### src/logic/mob_pkg.sv
// package for the memory ordering and barrier control block
package mob_pkg;

  localparam int OUTST_W = 4;
  localparam logic [OUTST_W-1:0] OUTST_MAX = 4'hF;
  localparam logic [OUTST_W-1:0] OUTST_RST = 4'h0;
  localparam int WORDS_W = 5;
  localparam logic [WORDS_W-1:0] WORDS_RST = 5'h00;

  typedef enum logic [1:0] {
    MOB_NORMAL,
    MOB_DEV_NSH,
    MOB_DEV_SH,
    MOB_STRONG
  } mob_mtype_e;

  typedef enum logic [3:0] {
    MOB_OP_NONE,
    MOB_OP_BYTE_LOAD,
    MOB_OP_HALF_LOAD,
    MOB_OP_WORD_LOAD,
    MOB_OP_LOAD_MULT,
    MOB_OP_STACK_LOAD_MULT,
    MOB_OP_BYTE_STORE,
    MOB_OP_HALF_STORE,
    MOB_OP_WORD_STORE,
    MOB_OP_STORE_MULT,
    MOB_OP_STACK_STORE_MULT,
    MOB_OP_ORDER_BAR,
    MOB_OP_COMPL_BAR,
    MOB_OP_REFETCH_BAR
  } mob_op_e;

  typedef enum logic [1:0] {
    MOB_SZ_BYTE,
    MOB_SZ_HALF,
    MOB_SZ_WORD
  } mob_size_e;

  // one instruction from the execute stage
  typedef struct packed {
    mob_op_e          op;
    mob_mtype_e       mtype;
    logic             implicit_acc;
    logic             speculative;
    logic             pc_in_list;
    logic [31:0]      addr;
    logic [WORDS_W-1:0] words;
  } mob_instr_s;

  // one access presented to the memory system
  typedef struct packed {
    logic        write;
    mob_size_e   size;
    mob_mtype_e  mtype;
    logic [31:0] addr;
  } mob_req_s;

endpackage

### src/logic/mob_order_check.sv
// pairwise ordering decision between an older and a newer access
`timescale 1ns/1ns
module mob_order_check (
  input  wire mob_pkg::mob_mtype_e OLDER,
  input  wire logic                OLDER_VALID,
  input  wire mob_pkg::mob_mtype_e NEWER,
  output logic                     MUST_WAIT
);

  always_comb begin
    MUST_WAIT = 1'b0;
    if (OLDER_VALID) begin
      unique case (OLDER)
        mob_pkg::MOB_DEV_NSH: MUST_WAIT = (NEWER == mob_pkg::MOB_DEV_NSH) ||
                                          (NEWER == mob_pkg::MOB_STRONG);
        mob_pkg::MOB_DEV_SH:  MUST_WAIT = (NEWER == mob_pkg::MOB_DEV_SH) ||
                                          (NEWER == mob_pkg::MOB_STRONG);
        mob_pkg::MOB_STRONG:  MUST_WAIT = (NEWER != mob_pkg::MOB_NORMAL);
        mob_pkg::MOB_NORMAL:  MUST_WAIT = 1'b0;
      endcase
    end
  end

endmodule // mob_order_check

### src/logic/mob_top.sv
// memory ordering and barrier control: issues accesses and retires barriers
`timescale 1ns/1ns
module mob_top (
  input  wire logic                CLK_SYS,
  input  wire logic                NRST,
  input  wire logic                INSTR_VALID,
  input  wire mob_pkg::mob_instr_s INSTR,
  output logic                     INSTR_READY,
  output logic                     MEM_REQ_VALID,
  output mob_pkg::mob_req_s        MEM_REQ,
  input  wire logic                MEM_REQ_READY,
  input  wire logic                MEM_RESP,
  output logic                     EXEC_STALL,
  output logic                     PIPE_FLUSH,
  output logic                     PRED_CTX_UPDATE,
  output logic                     BAR_DONE,
  output logic [3:0]               OUTSTANDING
);

  typedef enum logic [2:0] {
    MOB_IDLE,
    MOB_MULTI,
    MOB_WAIT_ORDER,
    MOB_WAIT_COMPL,
    MOB_FLUSH
  } mob_state_e;

  mob_state_e                 state;
  mob_pkg::mob_instr_s        cur;
  logic [mob_pkg::WORDS_W-1:0] words_left;
  logic [31:0]                word_addr;
  logic [mob_pkg::OUTST_W-1:0] outst;
  mob_pkg::mob_mtype_e        last_type;
  logic                       last_valid;
  mob_pkg::mob_req_s          req;
  logic                       req_valid;
  logic                       done_pulse;
  logic                       flush_pulse;

  logic                       is_mem;
  logic                       is_write;
  logic                       must_wait;
  logic                       order_block;
  logic                       issue;
  logic                       take;
  logic                       resp_dec;
  mob_pkg::mob_size_e         in_size;

  function automatic logic op_is_write(input mob_pkg::mob_op_e op);
    op_is_write = (op == mob_pkg::MOB_OP_BYTE_STORE) ||
                  (op == mob_pkg::MOB_OP_HALF_STORE) ||
                  (op == mob_pkg::MOB_OP_WORD_STORE) ||
                  (op == mob_pkg::MOB_OP_STORE_MULT) ||
                  (op == mob_pkg::MOB_OP_STACK_STORE_MULT);
  endfunction

  function automatic logic op_is_mem(input mob_pkg::mob_op_e op);
    op_is_mem = op_is_write(op) ||
                (op == mob_pkg::MOB_OP_BYTE_LOAD) ||
                (op == mob_pkg::MOB_OP_HALF_LOAD) ||
                (op == mob_pkg::MOB_OP_WORD_LOAD) ||
                (op == mob_pkg::MOB_OP_LOAD_MULT) ||
                (op == mob_pkg::MOB_OP_STACK_LOAD_MULT);
    // no exclusive-access ops exist, atomicity is left to software
  endfunction

  function automatic logic op_is_multi(input mob_pkg::mob_op_e op);
    op_is_multi = (op == mob_pkg::MOB_OP_LOAD_MULT) ||
                  (op == mob_pkg::MOB_OP_STACK_LOAD_MULT) ||
                  (op == mob_pkg::MOB_OP_STORE_MULT) ||
                  (op == mob_pkg::MOB_OP_STACK_STORE_MULT);
  endfunction

  always_comb begin
    unique case (INSTR.op)
      mob_pkg::MOB_OP_BYTE_LOAD,
      mob_pkg::MOB_OP_BYTE_STORE: in_size = mob_pkg::MOB_SZ_BYTE;
      mob_pkg::MOB_OP_HALF_LOAD,
      mob_pkg::MOB_OP_HALF_STORE: in_size = mob_pkg::MOB_SZ_HALF;
      default:                    in_size = mob_pkg::MOB_SZ_WORD;
    endcase
  end

  assign is_mem   = op_is_mem(INSTR.op);
  assign is_write = op_is_write(INSTR.op);

  // newer access against the last device or strongly-ordered one still in flight
  mob_order_check u_order (
    .OLDER       (last_type),
    .OLDER_VALID (last_valid),
    .NEWER       (INSTR.mtype),
    .MUST_WAIT   (must_wait)
  );

  // implicit accesses skip the ordering check; strongly-ordered is never speculative
  assign order_block = !INSTR.implicit_acc && must_wait;

  always_comb begin
    take = 1'b0;
    if (state == MOB_IDLE && INSTR_VALID && !req_valid) begin
      if (!is_mem) begin
        take = 1'b1;
      end else if (INSTR.speculative && INSTR.mtype == mob_pkg::MOB_STRONG) begin
        take = 1'b0;
      end else begin
        take = !order_block;
      end
    end
  end

  assign INSTR_READY = take;
  assign issue       = req_valid && MEM_REQ_READY;
  assign resp_dec    = MEM_RESP && (outst != mob_pkg::OUTST_RST);

  // outstanding transactions, explicit and implicit, complete only on bus response
  always_ff @(posedge CLK_SYS or negedge NRST) begin
    if (!NRST) begin
      outst <= mob_pkg::OUTST_RST;
    end else if (issue && !resp_dec && outst != mob_pkg::OUTST_MAX) begin
      outst <= outst + 4'h1;
    end else if (!issue && resp_dec) begin
      outst <= outst - 4'h1;
    end
  end

  // type of the youngest in-flight device or strongly-ordered access; cleared once all have responded
  always_ff @(posedge CLK_SYS or negedge NRST) begin
    if (!NRST) begin
      last_type  <= mob_pkg::MOB_NORMAL;
      last_valid <= 1'b0;
    end else if (issue && !req.mtype[0] && !req.mtype[1]) begin
      last_valid <= last_valid && !(outst == 4'h1 && resp_dec);
    end else if (issue) begin
      last_type  <= req.mtype;
      last_valid <= 1'b1;
    end else if (outst == 4'h1 && resp_dec) begin
      last_valid <= 1'b0;
    end
  end

  // state machine for multi-word transfers and barriers
  always_ff @(posedge CLK_SYS or negedge NRST) begin
    if (!NRST) begin
      state      <= MOB_IDLE;
      cur        <= '0;
      words_left <= mob_pkg::WORDS_RST;
      word_addr  <= 32'h0000_0000;
      req        <= '0;
      req_valid  <= 1'b0;
    end else begin
      if (issue) begin
        req_valid <= 1'b0;
      end
      unique case (state)
        MOB_IDLE: begin
          if (take && is_mem) begin
            req.write <= is_write;
            req.size  <= in_size;
            req.mtype <= INSTR.mtype;
            req.addr  <= INSTR.addr;
            req_valid <= 1'b1;
            cur       <= INSTR;
            // ascending walk keeps lower word first; pc lists use the same order
            if (op_is_multi(INSTR.op) && INSTR.words > 5'h01) begin
              words_left <= INSTR.words - 5'h01;
              word_addr  <= INSTR.addr + 32'h0000_0004;
              state      <= MOB_MULTI;
            end
          end else if (take && INSTR.op == mob_pkg::MOB_OP_ORDER_BAR) begin
            state <= MOB_WAIT_ORDER;
          end else if (take && INSTR.op == mob_pkg::MOB_OP_COMPL_BAR) begin
            state <= MOB_WAIT_COMPL;
          end else if (take && INSTR.op == mob_pkg::MOB_OP_REFETCH_BAR) begin
            state <= MOB_WAIT_COMPL;
            cur   <= INSTR;
          end
        end
        MOB_MULTI: begin
          if (!req_valid || issue) begin
            req.addr   <= word_addr;
            req_valid  <= 1'b1;
            word_addr  <= word_addr + 32'h0000_0004;
            words_left <= words_left - 5'h01;
            if (words_left == 5'h01) begin
              state <= MOB_IDLE;
            end
          end
        end
        MOB_WAIT_ORDER: begin
          // only load/store traffic from this block is counted, implicit too, so fetch and dma never block
          if (outst == mob_pkg::OUTST_RST && !req_valid) begin
            state <= MOB_IDLE;
          end
        end
        MOB_WAIT_COMPL: begin
          if (outst == mob_pkg::OUTST_RST && !req_valid) begin
            state <= (cur.op == mob_pkg::MOB_OP_REFETCH_BAR) ? MOB_FLUSH : MOB_IDLE;
          end
        end
        MOB_FLUSH: begin
          state <= MOB_IDLE;
        end
      endcase
    end
  end

  // one-cycle completion and flush pulses
  always_ff @(posedge CLK_SYS or negedge NRST) begin
    if (!NRST) begin
      done_pulse  <= 1'b0;
      flush_pulse <= 1'b0;
    end else begin
      done_pulse  <= (state == MOB_WAIT_COMPL || state == MOB_WAIT_ORDER) &&
                     outst == mob_pkg::OUTST_RST && !req_valid;
      flush_pulse <= state == MOB_WAIT_COMPL && cur.op == mob_pkg::MOB_OP_REFETCH_BAR &&
                     outst == mob_pkg::OUTST_RST && !req_valid;
    end
  end

  assign MEM_REQ_VALID = req_valid;
  assign MEM_REQ       = req;
  // whole pipeline holds during completion wait and flush; order barrier raises no stall but takes no instruction until done
  assign EXEC_STALL    = (state == MOB_WAIT_COMPL) || (state == MOB_FLUSH);
  assign PIPE_FLUSH    = flush_pulse;
  assign PRED_CTX_UPDATE = flush_pulse;
  assign BAR_DONE      = done_pulse;
  assign OUTSTANDING   = outst;

endmodule // mob_top

### config.mk
export PLATFORM = sky130hd
export DESIGN_NAME = mob_top
export DESIGN_NICKNAME = d
export VERILOG_FILES = /design/src/logic/mob_pkg.sv /design/src/logic/mob_order_check.sv /design/src/logic/mob_top.sv
export SDC_FILE = /design/constraint.sdc
export NUM_CORES = 1
export LEC_CHECK = 0
export BUFFER_PORTS_ARGS = -buffer_cell sky130_fd_sc_hd__buf_4
export CAP_MARGIN = 30
export CORE_MARGIN = 4
export CORE_UTILIZATION = 45
export DETAILED_ROUTE_END_ITERATION = 8
export PLACE_DENSITY = 0.65
export SYNTH_ARGS = -nofsm -noshare
export SYNTH_HDL_FRONTEND = slang
export SYNTH_SLANG_ARGS = --single-unit
### constraint.sdc
create_clock -name CLK_SYS -period 10.1 [get_ports CLK_SYS]
set_input_delay 0.505 -clock CLK_SYS [delete_from_list [all_inputs] [get_ports CLK_SYS]]
set_output_delay 0.505 -clock CLK_SYS [all_outputs]
set_load 0.01 [all_outputs]
# Word level (Yosys, flattened, before mapping)
# Cells that the tools add are included.
[word_totals]
ff_bits = 91
elab_cells = 166
output_inout_bits = 47
[classes]
n_reduce_logical = 66
mux = 41
addsub = 6
magnitude_cmp = 1
n_eq_ne = 37
bitwise = 1
[op_table]
columns = ["cell", "count"]
rows = [
  ["$mux 46", 4],
  ["$mux 32", 5],
  ["$pmux 32 s2", 2],
  ["$add 32x3->32 const B", 2],
  ["$mux 3", 10],
  ["$eq 4x4->1 const B", 7],
  ["$logic_and 1x1->1", 24],
  ["$logic_or 1x1->1", 17],
  ["$eq 4x3->1 const B", 4],
  ["$mux 5", 3],
  ["$pmux 3 s5", 1],
  ["$ne 2x2->1 const B", 6],
  ["$mux 1", 10],
  ["$pmux 5 s2", 1],
  ["$sub 5x1->5 const B", 2],
  ["$eq 2x2->1 const B", 4],
  ["$eq 4x1->1 const B", 2],
  ["$eq 4x2->1 const B", 2],
  ["$logic_not 1->1", 8],
  ["$mux 4", 2],
  ["$reduce_and 4->1", 2],
  ["$reduce_bool 2->1", 4],
  ["$eq 3x2->1 const B", 2],
  ["$reduce_and 6->1", 1],
  ["other kinds (23)", 27],
]

# Logic depth before layout (Yosys ltp)
# Gate-level depths: netlist (run 1).
[depth]
depth_word = 18
ltp_mapped = 15

# By module
# From an unflattened synthesis (run 1), not the netlist that was laid out.
[hier_totals]
hier_cells = 674
area_unflattened_um2 = 5645.4
[by_module_without_submodules]
columns = ["mod", "cells_per_inst", "n_inst", "area_each_um2"]
rows = [
  ["mob_top", 665, 1, 5577.8],
  ["mob_order_check", 9, 1, 67.6],
]

# Worst setup path after synthesis (run 1)
# Ideal clock, no wire load.
[synth_timing]
kind = "flip-flop to flip-flop"
start = "register state[1]"
end = "register word_addr[28]"
arrival_ns = 3.642
path_stages_with_launch = 15
slack_ns = 6.334
period_less_slack_ns = 3.766
cell_sequence = "dfrtp_1 -> buf_6 -> nor3b_1 -> clkbuf_1 -> buf_2 -> buf_1 -> nand2_1 -> nand2_1 -> ha_1 -> buf_1 -> inv_1 -> a221o_1 -> or3_1 -> a21boi_1 -> a211o_1"
[synth_via]
elab_chain_cells = 7
word_cells_on_any_way = 12
[synth_rtl]
columns = ["item", "line_no", "source"]
rows = [
  ["start, declared", "mob_top.sv:28", "mob_state_e state;"],
  ["start signal, assigned", "mob_top.sv:197", "state <= (cur.op == mob_pkg::MOB_OP_REFETCH_BAR) ? MOB_FLUSH : MOB_IDLE;"],
  ["$logic_not 3->1", "mob_top.sv:100, mob_top.sv:154", ""],
  ["$logic_and 1x1->1 (2 in a row)", "mob_top.sv:100", "if (state == MOB_IDLE && INSTR_VALID && !req_valid) begin"],
  ["$mux 1", "mob_top.sv:100", ""],
  ["$logic_and 1x1->1", "mob_top.sv:156", "if (take && is_mem) begin"],
  ["$ne 2x1->1 (no source line)", "--", ""],
  ["$reduce_and 4->1 (no source line)", "--", ""],
  ["end signal, assigned", "mob_top.sv:166", "word_addr <= INSTR.addr + 32'h0000_0004;"],
  ["end signal, assigned", "mob_top.sv:182", "word_addr <= word_addr + 32'h0000_0004;"],
  ["end, declared", "mob_top.sv:31", "logic [31:0] word_addr;"],
]
# Several ways; a longest one is shown, not always the timed one.
# A chain may end at the register's enable or synchronous reset.

# Worst setup path after layout (run 1)
[layout_timing]
start = "register state[2]"
end = "register word_addr[24]"
# The elaborated chain is that of the path after synthesis.

==> metrics.txt, run 1 <==
status complete, no violations; ratio of cells with drive above 1 in the final layout 0.171; Mapped Nets 780; pin slew with the least headroom to its limit 0.903 ns; CTS Buffer Depth 2; gr usage total 0.235; power share of the combinational group 0.432; Synth Instances 719; Vias/cell 6.07; Critical Path Sink Type flip-flop; Placed Cells 951; gpl congestion 0.843; cell internal pwr 1050 uW; switching pwr 740 uW; WP data required 10.34 ns; leakage power 0.00294 uW; most common flop cell mapped by yosys dfrtp_1; Top Ports 98; Slew Viols, Final 0; DRT antenna net count 0; Layout Cells excl Fill 967; ANT cells 0; switching share of power 0.414; reg2reg setup slack 6.52 ns; asr flop ratio synth 1.00; WL per Instance 17.8 um; Area Overhead vs Synth 19.0%; Clock Pin Slew Worst Setup and Hold Paths 0.06 ns; die outline height 122 um; post-CTS setup buffers 0; Final Setup Violations 0; TritonCTS clock tree built; root buf cell clkbuf_16; GRT overflow 0; total CTS buffers 9; Power Dens Cells 256 nW/um^2; crit-path max FO 65; cell area after synthesis 5870 sq um; critical path arrival 3.82 ns; final period utilization 0.355; reg-to-reg startpoint state[2]; register bit total from synthesis 91; peak supply drop 0.0998 mV; DRC 0; Synth Warn # 0; Reg2Reg Depth 10; PortBufs 96; count of final hold-check violations 0; first-pass GRT wire length 28100 um; Initial Utilization 0.463; Clk pwr share 0.176; fmax 279 MHz; die area 14900 sq um; RSZ-0062 raised after global routing false; Hold/Removal Path Class in2async; Pre-antenna DRT Iters 5; total power 1790 uW; dpl hpwl 12000 um; Synth cell types 68; Core Area 12700 sq um; clock sink count 91; crit start category flip-flop; setup TNS 0 ns; initial antenna violation count 0; post-CTS sizing 0; syn_area_per_cell 8.16 sq um; Tmin final 3.58 ns; register area share after synthesis 0.388; H-tree levels 3; reg-to-reg endpoint word_addr[24]; Skew-Pair Late Insertion Delay 0.35 ns; drt initial violations 465; max cap viols 0; FP Rows 41; pin count of the biggest net entering global routing 70; die width 122 um; EDFF count, synth 0; sequential power share 0.392; routed vias 5873; setup clock skew after layout 0.00692 ns; nets 852; Slew Limit Headroom 0.398; WL final 17200 um; Hold-fix buffers, CTS 0; WS Path Type reg2reg; vias in the first global route 5668
==> power groups by stage <==
stage          clock network [uW]  registers (uW)  logic (uW)
3_5_place_dp                    0             701         772
4_1_cts                       322             697         774
2_1_floorplan                   0             686         472
3_3_place_gp                    0             691         743
6_report                      315             701         773
5_1_grt                       335             727         864
==> sequential cells by signal (all words and copies together) (netlist names) <==
name,count
last_type,2
state,3
OUTSTANDING,4
PIPE_FLUSH,1
cur,4
BAR_DONE,1
word_addr,32
words_left,5
MEM_REQ,37
MEM_REQ_VALID,1
last_valid,1
==> critical path, stage by stage, from the launching register on <==
cell and delay, ns:
dfrtp_1 0.59, or3b_2 0.19, buf_4 0.55, nand2_1 0.11, nand2_1 0.13, ha_1 0.41
inv_1 0.16, a221oi_1 0.62, nand3_1 0.23, a21o_1 0.23, a22o_1 0.23
==> routing by layer <==
layer  share of wire  GRT usage  vias up  wire, um
li1                -          -     2805         -
met1            0.43      0.309     2835      7460
met2            0.49      0.386      199      8350
met3           0.053     0.0339       34       912
met4           0.028      0.105        0       473
met5               0          0        -         0
==> cells in the final DEF, fill, tap and decap left out, types with 5 or more instances in the layout <==
master / count
ha_1: 10
and2_1: 8
mux2i_1: 19
o22ai_1: 6
a21oi_1: 34
a221o_1: 5
nand2b_1: 8
o21ai_0: 56
a31oi_1: 19
o31a_1: 6
inv_1: 17
and3_1: 9
o31ai_1: 7
dfrtp_1: 91
o211ai_1: 12
nand4_1: 13
clkbuf_16: 9
a22o_1: 5
nor3_1: 16
a211oi_1: 5
xnor2_1: 7
nor4_1: 12
nand3_1: 67
buf_4: 104
nor2_1: 52
nand2_1: 104
a22oi_1: 8
==> per-stage QoR <==
step / hold WS (ns) / cell area [sq um] / utilization / worst slack [ns]
6_report: 0.0489 / 6980 / 0.551 / 6.52
5_1_grt: 0.0719 / 6980 / 0.551 / 6.27
4_1_cts: 0.0537 / 6970 / 0.550 / 6.53
3_5_place_dp: 0.433 / 6710 / 0.529 / 6.55
3_3_place_gp: 0.430 / 6690 / 0.528 / 6.54
2_1_floorplan: 0.209 / 5870 / - / 6.33
==> cell families (layout without fill, tap and decap cells) <==
group                    after synthesis  after routing  synth area share
AO/OA/AOI/OAI                        207            207             0.233
adder cells (fa/ha/maj)               10             10            0.0213
AND/OR/NAND/NOR                      317            317             0.261
multiplexers                          23             23            0.0401
flip-flops                            91             91             0.388
XOR/XNOR                               8              8            0.0119
buffers and inverters                 63            139            0.0448
==> worst max-delay path by stage <==
stage	start	to	cells after the start
after floorplan	state[1]	word_addr[28]	14
after global placement	last_type[0]	word_addr[22]	9
after detailed placement	state[2]	word_addr[24]	10
after CTS	state[2]	word_addr[24]	10
after global routing	state[0]	word_addr[24]	10
final	state[2]	word_addr[24]	10
==> area by class of cell <==
cell class / instances / area [sq um]
timing repair buffer: 106 / 811
clock inverter: 3 / 15.0
fill: 1230 / 5690
multi-input combinational: 565 / 3350
clock buffer: 12 / 246
inverter: 18 / 67.6
tap: 172 / 215
sequential: 91 / 2280
==> cell usage after synthesis, types with 5 or more instances <==
| master | count | area [sq um] |
|---|---|---|
| buf_2 | 9 | 45.0 |
| mux2i_1 | 19 | 190 |
| and3_1 | 9 | 56.3 |
| a221o_1 | 5 | 50.1 |
| o211ai_1 | 12 | 90.1 |
| nand2b_1 | 8 | 50.1 |
| a211oi_1 | 5 | 37.5 |
| o21ai_0 | 56 | 280 |
| xnor2_1 | 7 | 61.3 |
| a22o_1 | 5 | 43.8 |
| clkbuf_1 | 29 | 109 |
| nor2_1 | 53 | 199 |
| nand3_1 | 67 | 335 |
| o22ai_1 | 6 | 37.5 |
| a21oi_1 | 34 | 170 |
| o31a_1 | 6 | 52.6 |
| nor3_1 | 16 | 80.1 |
| o31ai_1 | 8 | 60.1 |
| a22oi_1 | 8 | 60.1 |
| ha_1 | 10 | 125 |
| inv_1 | 17 | 63.8 |
| and2_1 | 8 | 50.1 |
| nand4_1 | 13 | 81.3 |
| nand2_1 | 104 | 390 |
| nor4_1 | 12 | 75.1 |
| a31oi_1 | 19 | 119 |
| dfrtp_1 | 91 | 2280 |
No activity file was read; power rests on OpenSTA's default activity.
==> run 2, diff against run 1 <==
==> constraint.sdc (replaced) <==
create_clock -name CLK_SYS -period 3.3 [get_ports CLK_SYS]
set_input_delay 0.165 -clock CLK_SYS [delete_from_list [all_inputs] [get_ports CLK_SYS]]
set_output_delay 0.165 -clock CLK_SYS [all_outputs]
set_load 0.01 [all_outputs]
==> run 2 against run 1 <==
- via count increased by 2.8%
- power increased to 3.1 times the previous value
- critical endpoint is now words_left[2]
- sequential power increased to 3.0 times the previous value
- largest cell class unchanged
- cell count increased by 1.0%
- highest routed layer unchanged
- first-iteration DRC count increased by 13%
- sequential share of layout area decreased by 0.47 points
- clock skew increased by 0.0011 ns
- worst setup slack got worse by 6.2 ns
- global-route usage decreased by 0.31 points
- cell area increased by 1.5%
- largest power group unchanged
==> metrics.txt, run 2 (synthesis results as in run 1) <==
status complete, no violations; post-CTS sizing 0 (unchanged); peak supply drop 0.352 mV (+250%); H-tree levels 3 (unchanged); max cap viols 0 (unchanged); DRT antenna net count 0 (unchanged); Vias/cell 6.18 (+1.7%); TritonCTS clock tree built; Pre-antenna DRT Iters 5 (unchanged); Non-Filler Cell Area, Final 7090 sq um (+1.5%); drt initial violations 527 (+13%); DRC 0 (unchanged); fmax 339 MHz (+21%); count of final hold-check violations 0 (unchanged); Skew-Pair Late Insertion Delay 0.35 ns (about the same); FP Rows 41 (unchanged); setup TNS 0 ns (unchanged); die outline height 122 um (unchanged); PortBufs 96 (unchanged); Core Area 12700 sq um (unchanged); total area of sequential cells 2280 sq um (unchanged); multi-input logic area 3360 sq um (+0.19%); Critical Path Sink Type flip-flop; die area 14900 sq um (unchanged); Final Setup Violations 0 (unchanged); nets 862 (+1.2%); gr usage total 0.232 (-0.00313); Hold-fix buffers, CTS 1 (+1); critical path arrival 3.19 ns (-0.63 ns); total CTS buffers 9 (unchanged); Top Ports 98 (unchanged); Tmin final 2.95 ns (-0.632 ns); dpl hpwl 12400 um (+3.2%); Slew Viols, Final 0 (unchanged); Clock Pin Slew Worst Setup and Hold Paths 0.06 ns (about the same); setup clock skew after layout 0.00805 ns (+0.00113 ns); Initial Utilization 0.463 (unchanged); routed vias 6035 (+2.8%); first-pass GRT wire length 27800 um (-1.1%); max reg flops 37 (unchanged); clock sink count 91 (unchanged); Cell Area, Placed 6780 sq um (+1.1%); Slew Limit Headroom 0.583 (+0.186); pin count of the biggest net entering global routing 47 (-33%); root buf cell clkbuf_16; crit start category flip-flop; crit-path max FO 25 (-62%); WL final 17100 um (-0.75%); total power 5570 uW (+210%); final period utilization 0.894 (+0.539); GRT overflow 0 (unchanged); die width 122 um (unchanged); leakage power 0.00299 uW (+1.9%); Hold/Removal Path Class in2reg; initial antenna violation count 0 (unchanged); Area Overhead vs Synth 20.7%; CTS Buffer Depth 2 (unchanged); pin slew with the least headroom to its limit 0.625 ns (-0.278 ns); number of fillers in the final layout 1194 (-2.9%); post-CTS setup buffers 0 (unchanged); WL per Instance 17.5 um (-1.8%); RSZ-0062 raised after global routing false; gpl congestion 0.919 (+9.0%); most frequent cells in the layout buf_4 (115), nand2_1 (104), dfrtp_1 (91); Power Dens Cells 787 nW/um^2 (+210%); ratio of cells with drive above 1 in the final layout 0.180 (+0.00906); ANT cells 0 (unchanged); WS Path Type reg2reg; fin util 0.559 (+0.00810); vias in the first global route 5642 (-0.46%); most common cell after layout, fill and taps aside buf_4; WP data required 3.54 ns (-6.80 ns)
[run 2: metal layers]
metal,global-route usage,wire [um],up-vias
li1,-,-,2827
met1,0.305,7250,2941
met2,0.384,8330,231
met3,0.0339,1040,36
met5,0,0,-
met4,0.0952,446,0
[run 2: per-stage QoR]
stage          hold WS, ns  setup WS, ns  instances
2_1_floorplan       -0.131        0.0925        719
3_3_place_gp         0.227         0.447        961
3_5_place_dp         0.223         0.370        961
4_1_cts             0.0293         0.345        977
5_1_grt             0.0451         0.133        977
6_report            0.0294         0.350        977
[run 2: worst paths after layout]
kind	slack [ns]	from	to	depth (start not counted)
max reg2reg	0.35	last_type[0]	words_left[2]	9
min reg2reg	0.48	MEM_REQ[11]	MEM_REQ[11]	2
max	0.35	last_type[0]	words_left[2]	9
min in group asynchronous	0.36	NRST	OUTSTANDING[2]	2
min	0.03	INSTR[5]	word_addr[0]	3
max in group asynchronous	2.15	NRST	MEM_REQ[2]	3
[run 2: report_power, final]
group / total [uW] / leakage [uW] / internal [uW] / switching [uW]
clock: 1060 / 0.000146 / 624 / 431
combinational: 2390 / 0.00176 / 1080 / 1310
sequential: 2130 / 0.00108 / 1630 / 508
total: 5570 / 0.00299 / 3330 / 2250
[run 2: area by class of cell]
cell class	count	share of cell area
repair buffers	116	0.123
inverters	18	0.00954
clock inverters	2	0.00494
flip-flops and latches	91	0.321
clock buffers	13	0.0367
well taps	172	0.0304
multi-input cells	565	0.474
[run 2: worst max-delay path: stages, from the launching register on]
cell and delay (ns):
dfrtp_1 0.38, inv_1 0.06, ha_1 0.32, or3b_2 0.47, o2111a_1 0.22, o31a_1 0.51, nor2_2 0.18, buf_4 0.30
o21ai_0 0.15, a22o_1 0.25
